### config.mk
export PLATFORM = sky130hd
export DESIGN_NAME = gpc_pin_control
export DESIGN_NICKNAME = d
export VERILOG_FILES = /design/src/common/gpc_pkg.sv /design/src/gpc_sync.sv /design/src/gpc_debounce.sv /design/src/gpc_pin_control.sv
export SDC_FILE = /design/constraint.sdc
export NUM_CORES = 1
export LEC_CHECK = 0
export BUFFER_PORTS_ARGS = -buffer_cell sky130_fd_sc_hd__buf_2
export CORE_UTILIZATION = 52
export DETAILED_ROUTE_END_ITERATION = 10
export GPL_TIMING_DRIVEN = 1
export PLACE_DENSITY = 0.89
export SLEW_MARGIN = 5
export SYNTH_ARGS = -nofsm -noshare
export SYNTH_HDL_FRONTEND = slang
export SYNTH_HIERARCHICAL = 1
export SYNTH_SLANG_ARGS = --single-unit
### constraint.sdc
create_clock -name core_clk -period 2.1 [get_ports core_clk]
set_input_delay 0.42 -clock core_clk [delete_from_list [all_inputs] [get_ports core_clk]]
set_output_delay 0.42 -clock core_clk [all_outputs]
set_load 0.03 [all_outputs]
### src/common/gpc_pkg.sv
// Shared constants and carrier types for the pin control block
package gpc_pkg;

  localparam int CLK_MHZ              = 32'h0000000a;
  localparam int DEBOUNCE_TIME_US     = 32'h000003e8;
  localparam int DEBOUNCE_CYCLES_DFLT = DEBOUNCE_TIME_US * CLK_MHZ;
  localparam int DEB_CNT_W            = 32'h00000014;

  localparam int SYNC_W     = 32'h00000003;
  localparam int SYNC_PIN   = 32'h00000000;
  localparam int SYNC_OSC   = 32'h00000001;
  localparam int SYNC_CLK2M = 32'h00000002;

  localparam logic [15:0] ADR_CFG    = 16'h403c;
  localparam logic [15:0] ADR_STATUS = 16'h4040;
  localparam logic [15:0] ADR_OUTLVL = 16'h4044;
  localparam logic [15:0] CFG_RESET  = 16'ha400;
  localparam logic [15:0] CFG_WMASK  = 16'hfe8f;
  localparam logic [15:0] OUTLVL_WMASK = 16'h0001;

  localparam logic [1:0] PULL_NONE = 2'h0;
  localparam logic [1:0] PULL_DOWN = 2'h1;
  localparam logic [1:0] PULL_UP   = 2'h2;
  localparam logic [1:0] PULL_RSV  = 2'h3;

  localparam logic [3:0] IN_GP_LONG    = 4'h0;
  localparam logic [3:0] IN_GP         = 4'h1;
  localparam logic [3:0] IN_PWR_ONOFF  = 4'h2;
  localparam logic [3:0] IN_SLP_WAKE   = 4'h3;
  localparam logic [3:0] IN_SLP_WAKE_L = 4'h4;
  localparam logic [3:0] IN_SLP        = 4'h5;
  localparam logic [3:0] IN_PWR_ON     = 4'h6;
  localparam logic [3:0] IN_WDOG       = 4'h7;
  localparam logic [3:0] IN_VS_ONE     = 4'h8;
  localparam logic [3:0] IN_VS_TWO     = 4'h9;
  localparam logic [3:0] IN_HWEN_ONE   = 4'ha;
  localparam logic [3:0] IN_HWEN_TWO   = 4'hb;
  localparam logic [3:0] IN_HWCT_ONE   = 4'hc;
  localparam logic [3:0] IN_HWCT_TWO   = 4'hd;
  localparam logic [3:0] IN_HWCT_ONE_L = 4'he;
  localparam logic [3:0] IN_HWCT_TWO_L = 4'hf;

  localparam logic [3:0] OUT_GP       = 4'h0;
  localparam logic [3:0] OUT_OSC      = 4'h1;
  localparam logic [3:0] OUT_ON       = 4'h2;
  localparam logic [3:0] OUT_SLEEP    = 4'h3;
  localparam logic [3:0] OUT_CHANGE   = 4'h4;
  localparam logic [3:0] OUT_VSD_ONE  = 4'h8;
  localparam logic [3:0] OUT_VSD_TWO  = 4'h9;
  localparam logic [3:0] OUT_EXT_ONE  = 4'ha;
  localparam logic [3:0] OUT_EXT_TWO  = 4'hb;
  localparam logic [3:0] OUT_SYS_GOOD = 4'hc;
  localparam logic [3:0] OUT_CNV_GOOD = 4'hd;
  localparam logic [3:0] OUT_CLK2M    = 4'he;
  localparam logic [3:0] OUT_AUX_RST  = 4'hf;

  typedef struct packed {
    logic       pin_direction;
    logic [1:0] pull_resistor_select;
    logic       edge_mode_select;
    logic       supply_domain_select;
    logic       pin_polarity;
    logic       drive_type_select;
    logic       rsv8;
    logic       pin_active;
    logic [2:0] rsv6_4;
    logic [3:0] pin_function_code;
  } gpc_cfg_t;

  typedef struct packed {
    logic        cyc;
    logic        stb;
    logic        we;
    logic [15:0] adr;
    logic [3:0]  sel;
    logic [31:0] dat;
  } gpc_wb_req_t;

  typedef struct packed {
    logic        ack;
    logic [31:0] dat;
  } gpc_wb_rsp_t;

  typedef struct packed {
    logic gp_level;
    logic power_onoff_req;
    logic sleep_wake_req;
    logic sleep_req;
    logic power_on_req;
    logic watchdog_rst;
    logic voltage_scale_select_one;
    logic voltage_scale_select_two;
    logic hw_enable_one;
    logic hw_enable_two;
    logic hw_control_one;
    logic hw_control_two;
  } gpc_func_req_t;

  typedef struct packed {
    logic on_state;
    logic sleep_state;
    logic state_change;
    logic vscale_done_one;
    logic vscale_done_two;
    logic ext_power_en_one;
    logic ext_power_en_two;
    logic system_supply_good;
    logic converter_supply_good;
    logic aux_reset;
  } gpc_func_src_t;

endpackage

### src/gpc_sync.sv
// Two-stage synchroniser for pin and foreign clock inputs
`timescale 1ns/1ps
`default_nettype none
module gpc_sync
  import gpc_pkg::*;
(
  input  wire logic              core_clk,
  input  wire logic              srst,
  input  wire logic              ce,
  input  wire logic [SYNC_W-1:0] d,
  output logic      [SYNC_W-1:0] q
);

  typedef struct packed {
    logic [SYNC_W-1:0] meta;
    logic [SYNC_W-1:0] stable;
  } gpc_sync_st_t;

  gpc_sync_st_t st;
  gpc_sync_st_t next_st;

  always_comb
  begin
    next_st.meta   = d;
    next_st.stable = st.meta;
  end

  always_ff @(posedge core_clk)
  begin
    if (srst)
      st <= '0;
    else if (ce)
      st <= next_st;
  end

  assign q = st.stable;

endmodule
`default_nettype wire

### src/gpc_debounce.sv
// Stable-level filter used for the long debounce input functions
`timescale 1ns/1ps
`default_nettype none
module gpc_debounce
  import gpc_pkg::*;
#(
  parameter int unsigned STABLE_CYCLES = DEBOUNCE_CYCLES_DFLT
)
(
  input  wire logic core_clk,
  input  wire logic srst,
  input  wire logic ce,
  input  wire logic level_in,
  output logic      level_out
);

  typedef struct packed {
    logic                 level;
    logic [DEB_CNT_W-1:0] cnt;
  } gpc_deb_st_t;

  gpc_deb_st_t st;
  gpc_deb_st_t next_st;

  // A level that differs must hold for the full period before it is taken
  always_comb
  begin
    next_st = st;
    if (level_in == st.level)
      next_st.cnt = '0;
    else if (st.cnt == DEB_CNT_W'(STABLE_CYCLES - 1))
    begin
      next_st.level = level_in;
      next_st.cnt   = '0;
    end
    else
      next_st.cnt = st.cnt + DEB_CNT_W'(1);
  end

  always_ff @(posedge core_clk)
  begin
    if (srst)
      st <= '0;
    else if (ce)
      st <= next_st;
  end

  assign level_out = st.level;

endmodule
`default_nettype wire

### src/gpc_pin_control.sv
// Pin five control: config register, function select, pad drive, events
//
// The implementer's own choice: the Wishbone interface to the registers.
`timescale 1ns/1ps
`default_nettype none
module gpc_pin_control
#(
  parameter int unsigned DEBOUNCE_CYCLES = gpc_pkg::DEBOUNCE_CYCLES_DFLT
)
(
  input  wire logic                  core_clk,
  input  wire logic                  srst,
  input  wire logic                  ce,
  input  wire gpc_pkg::gpc_wb_req_t  wb_req,
  output gpc_pkg::gpc_wb_rsp_t       wb_rsp,
  input  wire logic                  pin_in,
  output logic                       pin_out,
  output logic                       pin_oe,
  output logic                       pull_up_en,
  output logic                       pull_down_en,
  output logic                       supply_domain_select,
  output logic                       pin_event,
  output gpc_pkg::gpc_func_req_t     func_req,
  input  wire gpc_pkg::gpc_func_src_t func_src,
  input  wire logic                  osc_clk_32k,
  input  wire logic                  power_clk_2m
);
  import gpc_pkg::*;

  typedef struct packed {
    gpc_cfg_t      cfg;
    logic          out_level;
    logic          prev_lvl;
    logic          ack;
    logic [31:0]   rdat;
    logic          pin_out;
    logic          pin_oe;
    logic          pull_up;
    logic          pull_down;
    logic          supply;
    logic          event_p;
    gpc_func_req_t req;
  } gpc_st_t;

  gpc_st_t           st;
  gpc_st_t           next_st;
  logic [SYNC_W-1:0] sync_q;
  logic              deb_lvl;
  logic              long_sel;
  logic              cur_lvl;
  logic              in_mode;
  logic              out_src;
  logic              out_valid;
  logic              drv_lvl;
  logic              bus_req;
  logic [15:0]       wr_cfg;
  logic [15:0]       wr_out;

  // Polarity: 0 means active low, so the level is inverted
  function automatic logic apply_pol(input logic lvl, input logic pol);
    apply_pol = pol ? lvl : ~lvl;
  endfunction

  // Byte-lane merge of a 16-bit register with write mask
  function automatic logic [15:0] lane_merge(input logic [15:0] old,
                                             input logic [31:0] wdat,
                                             input logic [3:0]  sel,
                                             input logic [15:0] mask);
    logic [15:0] v;
    v = old;
    if (sel[0])
      v[7:0] = wdat[7:0];
    if (sel[1])
      v[15:8] = wdat[15:8];
    lane_merge = v & mask;
  endfunction

  // Codes whose input path goes through the long filter
  function automatic logic is_long(input logic [3:0] code);
    is_long = (code == IN_GP_LONG) || (code == IN_SLP_WAKE_L) ||
              (code == IN_HWCT_ONE_L) || (code == IN_HWCT_TWO_L);
  endfunction

  gpc_sync u_sync (
    .core_clk (core_clk),
    .srst     (srst),
    .ce       (ce),
    .d        ({power_clk_2m, osc_clk_32k, pin_in}),
    .q        (sync_q)
  );

  gpc_debounce #(
    .STABLE_CYCLES (DEBOUNCE_CYCLES)
  ) u_debounce (
    .core_clk  (core_clk),
    .srst      (srst),
    .ce        (ce),
    .level_in  (apply_pol(sync_q[SYNC_PIN], st.cfg.pin_polarity)),
    .level_out (deb_lvl)
  );

  always_comb
  begin
    long_sel = is_long(st.cfg.pin_function_code);
    cur_lvl  = long_sel ? deb_lvl
             : apply_pol(sync_q[SYNC_PIN], st.cfg.pin_polarity);
    in_mode  = st.cfg.pin_active && st.cfg.pin_direction;
    bus_req  = wb_req.cyc && wb_req.stb && !st.ack;
    wr_cfg   = lane_merge(st.cfg, wb_req.dat, wb_req.sel, CFG_WMASK);
    wr_out   = lane_merge({15'h0000, st.out_level}, wb_req.dat,
                          wb_req.sel, OUTLVL_WMASK);
  end

  // Output source mux; reserved codes give no drive
  always_comb
  begin
    out_valid = 1'b1;
    out_src   = 1'b0;
    unique case (st.cfg.pin_function_code)
      OUT_GP:       out_src = st.out_level;
      OUT_OSC:      out_src = sync_q[SYNC_OSC];
      OUT_ON:       out_src = func_src.on_state;
      OUT_SLEEP:    out_src = func_src.sleep_state;
      OUT_CHANGE:   out_src = func_src.state_change;
      OUT_VSD_ONE:  out_src = func_src.vscale_done_one;
      OUT_VSD_TWO:  out_src = func_src.vscale_done_two;
      OUT_EXT_ONE:  out_src = func_src.ext_power_en_one;
      OUT_EXT_TWO:  out_src = func_src.ext_power_en_two;
      OUT_SYS_GOOD: out_src = func_src.system_supply_good;
      OUT_CNV_GOOD: out_src = func_src.converter_supply_good;
      OUT_CLK2M:    out_src = sync_q[SYNC_CLK2M];
      OUT_AUX_RST:  out_src = func_src.aux_reset;
      default:      out_valid = 1'b0;
    endcase
    drv_lvl = apply_pol(out_src, st.cfg.pin_polarity);
  end

  always_comb
  begin
    next_st       = st;
    next_st.ack   = 1'b0;
    next_st.rdat  = 32'h00000000;
    // Single-cycle answer; unmapped reads return zero, writes are dropped
    if (bus_req)
    begin
      next_st.ack = 1'b1;
      unique case (wb_req.adr)
        ADR_CFG:
        begin
          next_st.rdat = {16'h0000, st.cfg};
          if (wb_req.we)
            next_st.cfg = gpc_cfg_t'(wr_cfg);
        end
        ADR_STATUS:
          next_st.rdat = {30'h00000000, st.prev_lvl, sync_q[SYNC_PIN]};
        ADR_OUTLVL:
        begin
          next_st.rdat = {31'h00000000, st.out_level};
          if (wb_req.we)
            next_st.out_level = wr_out[0];
        end
        default:
          next_st.rdat = 32'h00000000;
      endcase
    end

    next_st.supply    = st.cfg.supply_domain_select;
    next_st.pull_up   = (st.cfg.pull_resistor_select == PULL_UP);
    next_st.pull_down = (st.cfg.pull_resistor_select == PULL_DOWN);

    // Open drain only ever sinks, so the driven value stays low
    if (!st.cfg.pin_active || st.cfg.pin_direction || !out_valid)
    begin
      next_st.pin_oe  = 1'b0;
      next_st.pin_out = 1'b0;
    end
    else if (st.cfg.drive_type_select)
    begin
      next_st.pin_oe  = ~drv_lvl;
      next_st.pin_out = 1'b0;
    end
    else
    begin
      next_st.pin_oe  = 1'b1;
      next_st.pin_out = drv_lvl;
    end

    // Edge seen on the polarity-corrected level covers both polarities
    next_st.prev_lvl = cur_lvl;
    if (!in_mode)
      next_st.event_p = 1'b0;
    else if (st.cfg.edge_mode_select)
      next_st.event_p = cur_lvl ^ st.prev_lvl;
    else
      next_st.event_p = cur_lvl && !st.prev_lvl;

    next_st.req = '0;
    if (in_mode)
    begin
      unique case (st.cfg.pin_function_code)
        IN_GP_LONG, IN_GP:
          next_st.req.gp_level = cur_lvl;
        IN_PWR_ONOFF:
          next_st.req.power_onoff_req = cur_lvl;
        IN_SLP_WAKE, IN_SLP_WAKE_L:
          next_st.req.sleep_wake_req = cur_lvl;
        IN_SLP:
          next_st.req.sleep_req = cur_lvl;
        IN_PWR_ON:
          next_st.req.power_on_req = cur_lvl;
        IN_WDOG:
          next_st.req.watchdog_rst = cur_lvl;
        IN_VS_ONE:
          next_st.req.voltage_scale_select_one = cur_lvl;
        IN_VS_TWO:
          next_st.req.voltage_scale_select_two = cur_lvl;
        IN_HWEN_ONE:
          next_st.req.hw_enable_one = cur_lvl;
        IN_HWEN_TWO:
          next_st.req.hw_enable_two = cur_lvl;
        IN_HWCT_ONE, IN_HWCT_ONE_L:
          next_st.req.hw_control_one = cur_lvl;
        IN_HWCT_TWO, IN_HWCT_TWO_L:
          next_st.req.hw_control_two = cur_lvl;
      endcase
    end
  end

  always_ff @(posedge core_clk)
  begin
    if (srst)
    begin
      st     <= '0;
      st.cfg <= gpc_cfg_t'(CFG_RESET);
    end
    else if (ce)
      st <= next_st;
  end

  assign wb_rsp.ack           = st.ack;
  assign wb_rsp.dat           = st.rdat;
  assign pin_out              = st.pin_out;
  assign pin_oe               = st.pin_oe;
  assign pull_up_en           = st.pull_up;
  assign pull_down_en         = st.pull_down;
  assign supply_domain_select = st.supply;
  assign pin_event            = st.event_p;
  assign func_req             = st.req;
endmodule
`default_nettype wire

==> Yosys cells after proc, flatten, opt, wreduce, memory -nomap -nowiden <==
Cells that the tools add are included.
{ "totals": {"out_inout_bits": 51, "wordCells": 111, "input_bits": 71, "ff_bits": 92} }
{ "classes": {"reduce_logical": 23, "muxes": 26, "n_eq_ne": 22, "bitwise_logic": 5, "addsub": 1} }
{ "op_table": {"columns": ["op", "count"], "rows": [
  ["equality test 16 x 15 -> 1 bit (second input constant)", 3],
  ["one-hot mux 16 bit (3 select lines)", 1],
  ["two-way mux 20 bit", 2],
  ["two-way mux 33 bit", 1],
  ["equality test 4 bit (second input constant)", 8],
  ["adder 20 x 1 -> 20 bit (second input constant)", 1],
  ["equality test 20 x 14 -> 1 bit (second input constant)", 1],
  ["two-way mux 1 bit", 18],
  ["equality test 4 x 3 -> 1 bit (second input constant)", 4],
  ["AND reduction 5 bit", 3],
  ["one-hot mux 1 bit (13 select lines)", 1],
  ["OR reduction 13 bit", 1],
  ["two-way mux 12 bit", 1],
  ["equality test 4 x 2 -> 1 bit (second input constant)", 2],
  ["OR reduction 2 bit", 4],
  ["logical OR 1 bit", 5],
  ["equality test 4 x 1 -> 1 bit (second input constant)", 1],
  ["logical AND 1 bit", 4],
  ["zero test 1 bit", 4],
  ["zero test 4 bit", 1],
  ["two-way mux 2 bit", 2],
  ["inverter 1 bit", 4],
  ["AND reduction 3 bit", 1],
  ["equality test 2 x 1 -> 1 bit (second input constant)", 1],
  ["3 further kinds", 3]
]} }

==> Depth between registers and ports, before layout <==
Gate-level depths: netlist of run 1.
{ "logic_depth": {"word_depth": 8, "mapped_depth": 8, "mapped_depth_nobuf": 7} }

==> Modules after synthesis <==
Netlist of run 1, hierarchy kept.
{ "modules_own_cells": {"columns": ["mod", "area_per_inst_um2", "instances", "seq_area_each_um2", "cells_per_inst"], "rows": [
  ["gpc_pin_control", 2423.6, 1, 900.9, 270],
  ["gpc_debounce", 1358.8, 1, 420.4, 157],
  ["gpc_sync", 214.0, 1, 120.1, 19]
]} }

==> Worst setup path before layout of run 1 <==
OpenSTA, ideal clock, no wires.
{ "synth_path": {"path_type": "flip-flop to flip-flop", "from": "register st[63] (netlist bit)", "to": "register st, in the netlist pin_event", "required_time_ns": 2.030, "path_stages_with_launch": 7, "arrival_time_ns": 1.753, "path_buffers": 0, "synth_period_minus_slack_ns": 1.823, "slack_ns": 0.277, "setup_time_ns": 0.070, "path_cell_list": "dfxtp_1 xnor2_1 or3b_1 nand2_1 ha_1 a211o_1 a21oi_1"} }
{ "synth_via": {"elab_chain_len": 5, "elab_cells_between_ends": 6, "classes_between": "4 x mux; 1 x bitwise; 1 x reduce/logical"} }
{ "synth_rtl": {"columns": ["element", "line_no", "text"], "rows": [
  ["from (decl)", "gpc_pin_control.sv:45", "gpc_st_t st;"],
  ["from (signal assigned)", "gpc_pin_control.sv:237", "st <= next_st;"],
  ["two-way mux 1 bit (*)", "gpc_pin_control.sv:61", "apply_pol = pol ? lvl : ~lvl;"],
  ["two-way mux 1 bit (*)", "gpc_pin_control.sv:105", "cur_lvl = long_sel ? deb_lvl"],
  ["net cur_lvl", "gpc_pin_control.sv:50", "logic cur_lvl;"],
  ["XOR 1 bit / logical AND 1 bit (equally long branches)", "gpc_pin_control.sv:193, gpc_pin_control.sv:195", null],
  ["two-way mux 1 bit (*)", "gpc_pin_control.sv:192", "else if (st.cfg.edge_mode_select)"],
  ["two-way mux 1 bit (*)", "gpc_pin_control.sv:190", "if (!in_mode)"]
]} }
The timed path passes the listed nets; every way through them passes the cells marked *.
A chain may end at the register's enable or synchronous reset.

==> Worst setup path after layout of run 1 <==
{ "layout_path": {"from": "register u_debounce/st[2] (netlist bit)", "to": "register u_debounce/st[19] (netlist bit)"} }
{ "layout_via": {"elab_chain_len": 3, "elab_cells_between_ends": 4, "classes_between": "1 x add/sub; 1 x eq/ne; 2 x mux"} }
{ "layout_rtl": {"columns": ["element", "line_no", "text"], "rows": [
  ["from (decl)", "gpc_debounce.sv:22", "gpc_deb_st_t st;"],
  ["from (signal assigned)", "gpc_debounce.sv:45", "st <= next_st;"],
  ["adder 20 x 1 -> 20 bit / equality test 20 x 14 -> 1 bit (equally long branches)", "gpc_debounce.sv:37, gpc_debounce.sv:31", null],
  ["two-way mux 20 bit (*)", "gpc_debounce.sv:31", "else if (st.cnt == DEB_CNT_W'(STABLE_CYCLES - 1))"],
  ["two-way mux 20 bit (*)", "gpc_debounce.sv:29", "if (level_in == st.level)"]
]} }
Mark *: on every way between the ends. The rest lies on a longest branch, timed or not.

==> results by group, run 1 <==
Finish
  • Commonest non-fill, non-tap cells in the layout: buf_2, dfxtp_1, nor2_1
  • Diodes inserted: 0
  • Final #Nets: a little under 600
  • Post-layout util: roughly three fifths
  • Non-Filler Instances: about 610
  • Area Growth Syn to Fin: 12.2%
  • Fraction of layout cells with a size suffix above 1: a little under a third
  • Commonest non-fill, non-tap cell in the layout: buf_2

Timing
  • Slew Limit Fails: 0
  • Worst rel slew slack: between 60% and 70%
  • Setup Viol. Count Final: 0
  • RSZ-0062 raised after global routing: false
  • Min Tclk post-route: 1.99 ns
  • WHS: 0.280 ns
  • Worst Tran Pin Value: ~0.56 ns
  • Final period util: 94.9%
  • Setup TNS: 0 ns
  • Skew final: around 0.012 ns
  • Fmax: about 500 MHz
  • Hold Vio Cnt, Final: 0

Detailed routing
  • Met3 WL: 533 microns
  • Initial drt markers: 199
  • WL met1: around 4100 microns
  • Final wirelength: ~9400 microns
  • Routed met2 length: roughly 4600 microns
  • Drt first pass iters: 6
  • Vias/cell: around 5.8
  • Uppermost layer routed: met4
  • DR WL/cell: about 15 microns
  • Via count: around 3,500
  • Final ANT Viol Nets: 0
  • DRC viols: 0

Min path
  • Hold Path Cell Cnt: 3
  • Min-Delay Path Class: in -> reg
  • Start point of the worst hold path: wb_req[15]
  • WHS Endpoint: st[68]$_SDFFE_PP1P_

Floorplanning
  • Placeable Area: roughly 0.0073 sq mm
  • Die Area: 0.00804 sq mm
  • I/O pins: between 100 and 150
  • Rows: 31
  • Die W: between 80 and 90 microns
  • Die span in y: between 80 and 90 microns
  • Starting density of the core: 54.5%

Yosys
  • Synth Flop Type: dfxtp_1
  • Seq/Total Area, Yosys: around 36%
  • Post-Syn Instances: between 400 and 500
  • Synthesized area per cell: 8.96 sq um
  • EDFF count, synth: 0
  • Synth cell types: 69
  • Ys Warns: 6
  • Seq cells post-synth: 72
  • Mapped Area: 0.00400 sq mm
  • Async set-reset flop share out of synthesis: 0%

Place
  • Cells after DPL: 597
  • GPL Wtd Cong: 0.910
  • Placed wire-length estimate: around 6700 microns
  • Port Buffers: approximately 80

Power
  • Share of total power in sequential cells: a little over half
  • P_leak: 1.78 nW
  • Comb pwr share: between 8 and 9%
  • PD cells: 573 mW/mm^2
  • Internal power: between 1.5 and 2 mW
  • NetSw: slightly below 0.7 mW
  • Clock Power Share: between 30 and 40%
  • Maximum vdd drop: roughly 0.3 mV
  • Sw Ratio: a little over a quarter
  • Total Power: between 2 and 3 mW

Setup path
  • R2r setup slk: 0.11 ns
  • Critical Path AT: between 2 and 2.5 ns
  • Kind of critical path: reg -> reg
  • RR Startpoint: u_debounce/st[2]$_SDFFE_PP0P_
  • Worst-path fanout max: 7
  • Worst setup SP type: flip-flop
  • Setup crit end kind: flip-flop
  • Slowest cell on crit path: nor4_4
  • Crit-path cells: nand4_1 -> nor4_4 -> nand3_1 -> or3_1 -> o221ai_2
  • CP top delay family: simple AND/OR/NAND/NOR gates
  • Worst path max stage delay: approximately 0.53 ns
  • CP Data Required Time: between 2 and 2.5 ns
  • Reg-to-Reg End: u_debounce/st[19]$_SDFFE_PP0P_
  • Worst reg2reg path depth: 5
  • WP buf/inv: 0

Global route
  • First-pass GRT wire length: approximately 14,000 microns
  • Number of global-route vias before repair: between 3,000 and 4,000
  • Largest net degree at the start of global routing: 66
  • GRT Util Overall: 23.1%
  • GRT Residual Overflow: 0
  • Initial antenna violation count: 0

Clock tree
  • Clk root buf: clkbuf_8
  • H-tree depth: 3
  • CTS tree: built
  • Clock sink count: a little over 70
  • Worst skew pair latency: ~0.35 ns
  • CTS buffer count: 9
  • Post-CTS setup buffer count: 0
  • CTS Buffer Depth: 2
  • Worst-path clk slew: around 0.080 ns

Run status
  • Status: finished clean

Job
  • Total of max-cap violations: 0
## worst min-delay path: stages
cell and delay [ns]:
buf_2 0.08, mux2i_1 0.06, nand2_1 0.06
## final cells by class
type                       instances  area [sq um]
sequential                        72          1440
clock inverter                     6          43.8
inverter                           9          33.8
multi-input combinational        313          2110
fill                             600          2850
tap                               99           124
timing repair buffer             104           608
clock buffer                      10           128
## how the worst max path moves through the flow
| stage | start | slack, ns | cells past startpoint | end |
|---|---|---|---|---|
| after floorplan | st[63]$_SDFFE_PP1P_ | 0.28 | 6 | pin_event$_SDFFE_PP0P_ |
| after global placement | wb_req[44] | 0.17 | 6 | st[55]$_SDFFE_PP0P_ |
| after detailed placement | st[63]$_SDFFE_PP1P_ | 0.12 | 6 | pin_event$_SDFFE_PP0P_ |
| after CTS | st[63]$_SDFFE_PP1P_ | 0.06 | 6 | pin_event$_SDFFE_PP0P_ |
| after global routing | u_debounce/st[2]$_SDFFE_PP0P_ | 0.001 | 5 | u_debounce/st[19]$_SDFFE_PP0P_ |
| final | u_debounce/st[2]$_SDFFE_PP0P_ | 0.11 | 5 | u_debounce/st[19]$_SDFFE_PP0P_ |
## registers in the layout, indices dropped and copies added, names as in the netlist, 3 cells and up
signal and flops:
u_sync/q 3, wb_rsp 13, u_sync/next_st 3, u_debounce/st 20, func_req 12, st 13
## per-stage QoR
step           cell area (sq um)  worst slack (ns)
4_1_cts                     4470            0.0630
3_5_place_dp                4300             0.120
5_1_grt                     4490           0.00139
2_1_floorplan               4070             0.277
3_3_place_gp                4300             0.169
6_report                    4490             0.107
## cells in the mapped netlist, drive strengths merged, types with 5 or more instances
cell,n,area (sq um)
a21oi,19,103
a22oi,12,90.1
a32oi,7,61.3
buf,53,399
clkbuf,16,63.8
dfxtp,72,1440
inv,8,30.0
mux2i,24,240
nand2,46,180
nand3,17,90.1
nand4,9,71.3
nand4b,12,105
nor2,49,184
nor3,11,77.6
nor3b,6,45.0
nor4,8,111
o21ai,5,25.0
o221ai,11,146
or3,10,62.6
## logic make-up (layout without fill, tap and decap cells)
family	count (synthesis)	count (layout)	synth area share (%)
other	1	20	0.0938
AO/OA/AOI/OAI	69	69	14.1
buffers and inverters	80	129	13.4
AND/OR/NAND/NOR	192	192	28.2
multiplexers	26	26	6.67
XOR/XNOR	4	4	0.877
adder cells (fa/ha/maj)	2	2	0.626
flip-flops	72	72	36.1
## power groups by stage
stage	registers, mW	clock network (mW)	logic [mW]
6_report	1.38	0.972	0.220
4_1_cts	1.38	0.982	0.218
5_1_grt	1.38	1.04	0.236
3_3_place_gp	1.41	0	0.213
2_1_floorplan	1.41	0	0.166
3_5_place_dp	1.41	0	0.217
## per-layer routing
layer	global-route usage [%]	up-vias
met1	29.5	1684
met2	37.7	151
met3	4.94	20
li1	-	1678
met5	0	-
met4	9.81	0
## what timing repair did
item | 4_1_cts | 5_1_grt
endpoints found under the setup margin | 0 | 5
gates resized for setup | 0 | 4
hold buffers | 0 | 0
(Power assumes the default switching activity.)
==> run 2, diff against run 1 <==
Settings changed: PLACE_DENSITY 0.89 to 0.81.
==> run 2 against run 1 <==
Against the previous run: sequential share of layout area down 0.33 points; total power up 9.3%; count of clock-buffer cells in the layout unchanged; wire length down 2.0%; combinational power about the same.
==> results by group, run 2 (synthesized netlist as in run 1, its figures left out) <==
Run status
  • Status: finished clean

Detailed routing
  • DR WL/cell: roughly 15 microns
  • DRC viols: 0
  • Final ANT Viol Nets: 0
  • Vias/cell: approximately 5.7
  • Initial drt markers: roughly 170
  • Via count: 3,500
  • Final wirelength: roughly 9200 microns
  • Drt first pass iters: 5

Finish
  • Max reg flops: 20
  • Final #Nets: between 500 and 600
  • Diodes inserted: 0
  • Fraction of layout cells with a size suffix above 1: between 30 and 40%
  • Commonest non-fill, non-tap cells in the layout: buf_2, dfxtp_1, nor2_1
  • Most flop-heavy register: u_debounce/st
  • Area Growth Syn to Fin: 13.4%
  • Commonest non-fill, non-tap cell in the layout: buf_2

Global route
  • Initial antenna violation count: 0
  • Largest net degree at the start of global routing: 38
  • Met2 GRT Util: between 30% and 40%
  • GRT Util Overall: a little under a quarter
  • Most crowded layer after global routing: met2
  • GRT Residual Overflow: 0
  • Number of global-route vias before repair: around 3,100
  • Met1 GRT Util: ~30%
  • Met3 usage: about 6.2%
  • First-pass GRT wire length: 14,500 microns

Min path
  • Min-Delay Path Class: in -> reg

Clock tree
  • Post-CTS setup buffer count: 0
  • CTS Buffer Depth: 2
  • CTS resizes: 0
  • Clk root buf: clkbuf_8
  • Clock sink count: 72
  • Worst skew pair latency: around 0.35 ns
  • Hold buffers post-CTS: 0
  • CTS buffer count: 9
  • H-tree depth: 3
  • CTS tree: built
  • Worst-path clk slew: 0.08 ns

Timing
  • Worst Tran Pin Value: 0.566 ns
  • Fmax: about 500 MHz
  • Worst rel slew slack: roughly three fifths
  • RSZ-0062 raised after global routing: false
  • Skew final: around 0.015 ns
  • Hold Vio Cnt, Final: 0
  • Final period util: between 90% and 100%
  • Setup Viol. Count Final: 0
  • Setup TNS: 0 ns
  • Min Tclk post-route: about 2 ns
  • Slew Limit Fails: 0

Setup path
  • CP Data Required Time: 2.38 ns
  • Setup crit end kind: flip-flop
  • CP Launch Point: st[63]$_SDFFE_PP1P_
  • Reg-to-Reg End: pin_event$_SDFFE_PP0P_
  • Kind of critical path: reg -> reg
  • R2r setup slk: 0.11 ns
  • End of the critical path: pin_event$_SDFFE_PP0P_
  • Worst reg2reg path depth: 6
  • RR Startpoint: st[63]$_SDFFE_PP1P_
  • Worst setup SP type: flip-flop
  • Critical Path AT: around 2.3 ns
  • Worst-path fanout max: 4

Job
  • Total of max-cap violations: 0

Floorplanning
  • Starting density of the core: between 50 and 60%
  • Placeable Area: approximately 0.0073 sq mm
  • I/O pins: approximately 120
  • Die span in y: roughly 90 microns
  • Rows: 31
  • Die W: 89.7 microns
  • Die Area: 0.00804 sq mm

Power
  • Sw Ratio: 23.8%
  • Maximum vdd drop: 0.484 mV
  • Internal power: 2.14 mW
  • PD cells: roughly 620 mW/mm^2
  • Share of total power in sequential cells: approximately half
  • Clock Power Share: a little over two fifths
  • Total Power: around 2.8 mW
  • NetSw: about 0.67 mW
  • P_leak: around 1.8 nW
  • Comb pwr share: around 8.0%

Place
  • Port Buffers: 79
  • GPL Wtd Cong: 0.870
  • Placed wire-length estimate: between 6000 and 7000 microns
## run 2: how the worst min path moves through the flow
stage,slack [ns],endpoint,cells past startpoint,start
2_1_floorplan,0.44,func_req[3]$_SDFFE_PP0P_,2,func_req[3]$_SDFFE_PP0P_
3_3_place_gp,0.44,func_req[1]$_SDFFE_PP0P_,2,func_req[1]$_SDFFE_PP0P_
3_5_place_dp,0.45,func_req[1]$_SDFFE_PP0P_,2,func_req[1]$_SDFFE_PP0P_
4_1_cts,0.28,st[66]$_SDFFE_PP1P_,3,wb_req[13]
5_1_grt,0.29,st[66]$_SDFFE_PP1P_,3,wb_req[13]
6_report,0.29,st[66]$_SDFFE_PP1P_,3,wb_req[13]
## run 2: area by class of cell
class                           count  area [sq um]
Tap cell                           99           124
Inverter                            9          33.8
Clock inverter                      5          81.3
Clock buffer                       10           138
Multi-Input combinational cell    313          2100
Fill cell                         625          2800
Sequential cell                    72          1440
Timing Repair Buffer              105           616
## run 2: through the flow
step                hold slack (ns)  util (%)  worst slack, ns  instance area (sq um)  cells
finish                        0.292      61.8            0.115                   4530    613
global route                  0.286      61.8           0.0171                   4530    613
CTS                           0.279      61.7            0.119                   4530    613
detailed placement            0.452      58.7           0.0772                   4310    598
global placement              0.445      58.7            0.146                   4310    598
floorplan                     0.441         -            0.277                   4070    465
## run 2: power groups by stage
stage | registers (mW) | clock network, mW | logic [mW]
2_1_floorplan | 1.41 | 0 | 0.166
3_3_place_gp | 1.41 | 0 | 0.218
3_5_place_dp | 1.41 | 0 | 0.221
4_1_cts | 1.38 | 1.23 | 0.222
5_1_grt | 1.38 | 1.30 | 0.240
6_report | 1.38 | 1.21 | 0.223
## run 2: per-layer routing
| layer | share of wire (%) | vias up |
|---|---|---|
| li1 | - | 1682 |
| met1 | 44 | 1664 |
| met2 | 48 | 142 |
| met3 | 6.6 | 12 |
| met4 | 0.96 | 0 |
| met5 | 0 | - |
## run 2: worst max-delay path, cell delays in order (launching register included)
cell and delay, ns:
dfxtp_1 0.36, xnor2_1 0.37, or3b_1 0.45, nand2_1 0.10, ha_1 0.22, a211o_1 0.29
a21oi_1 0.14
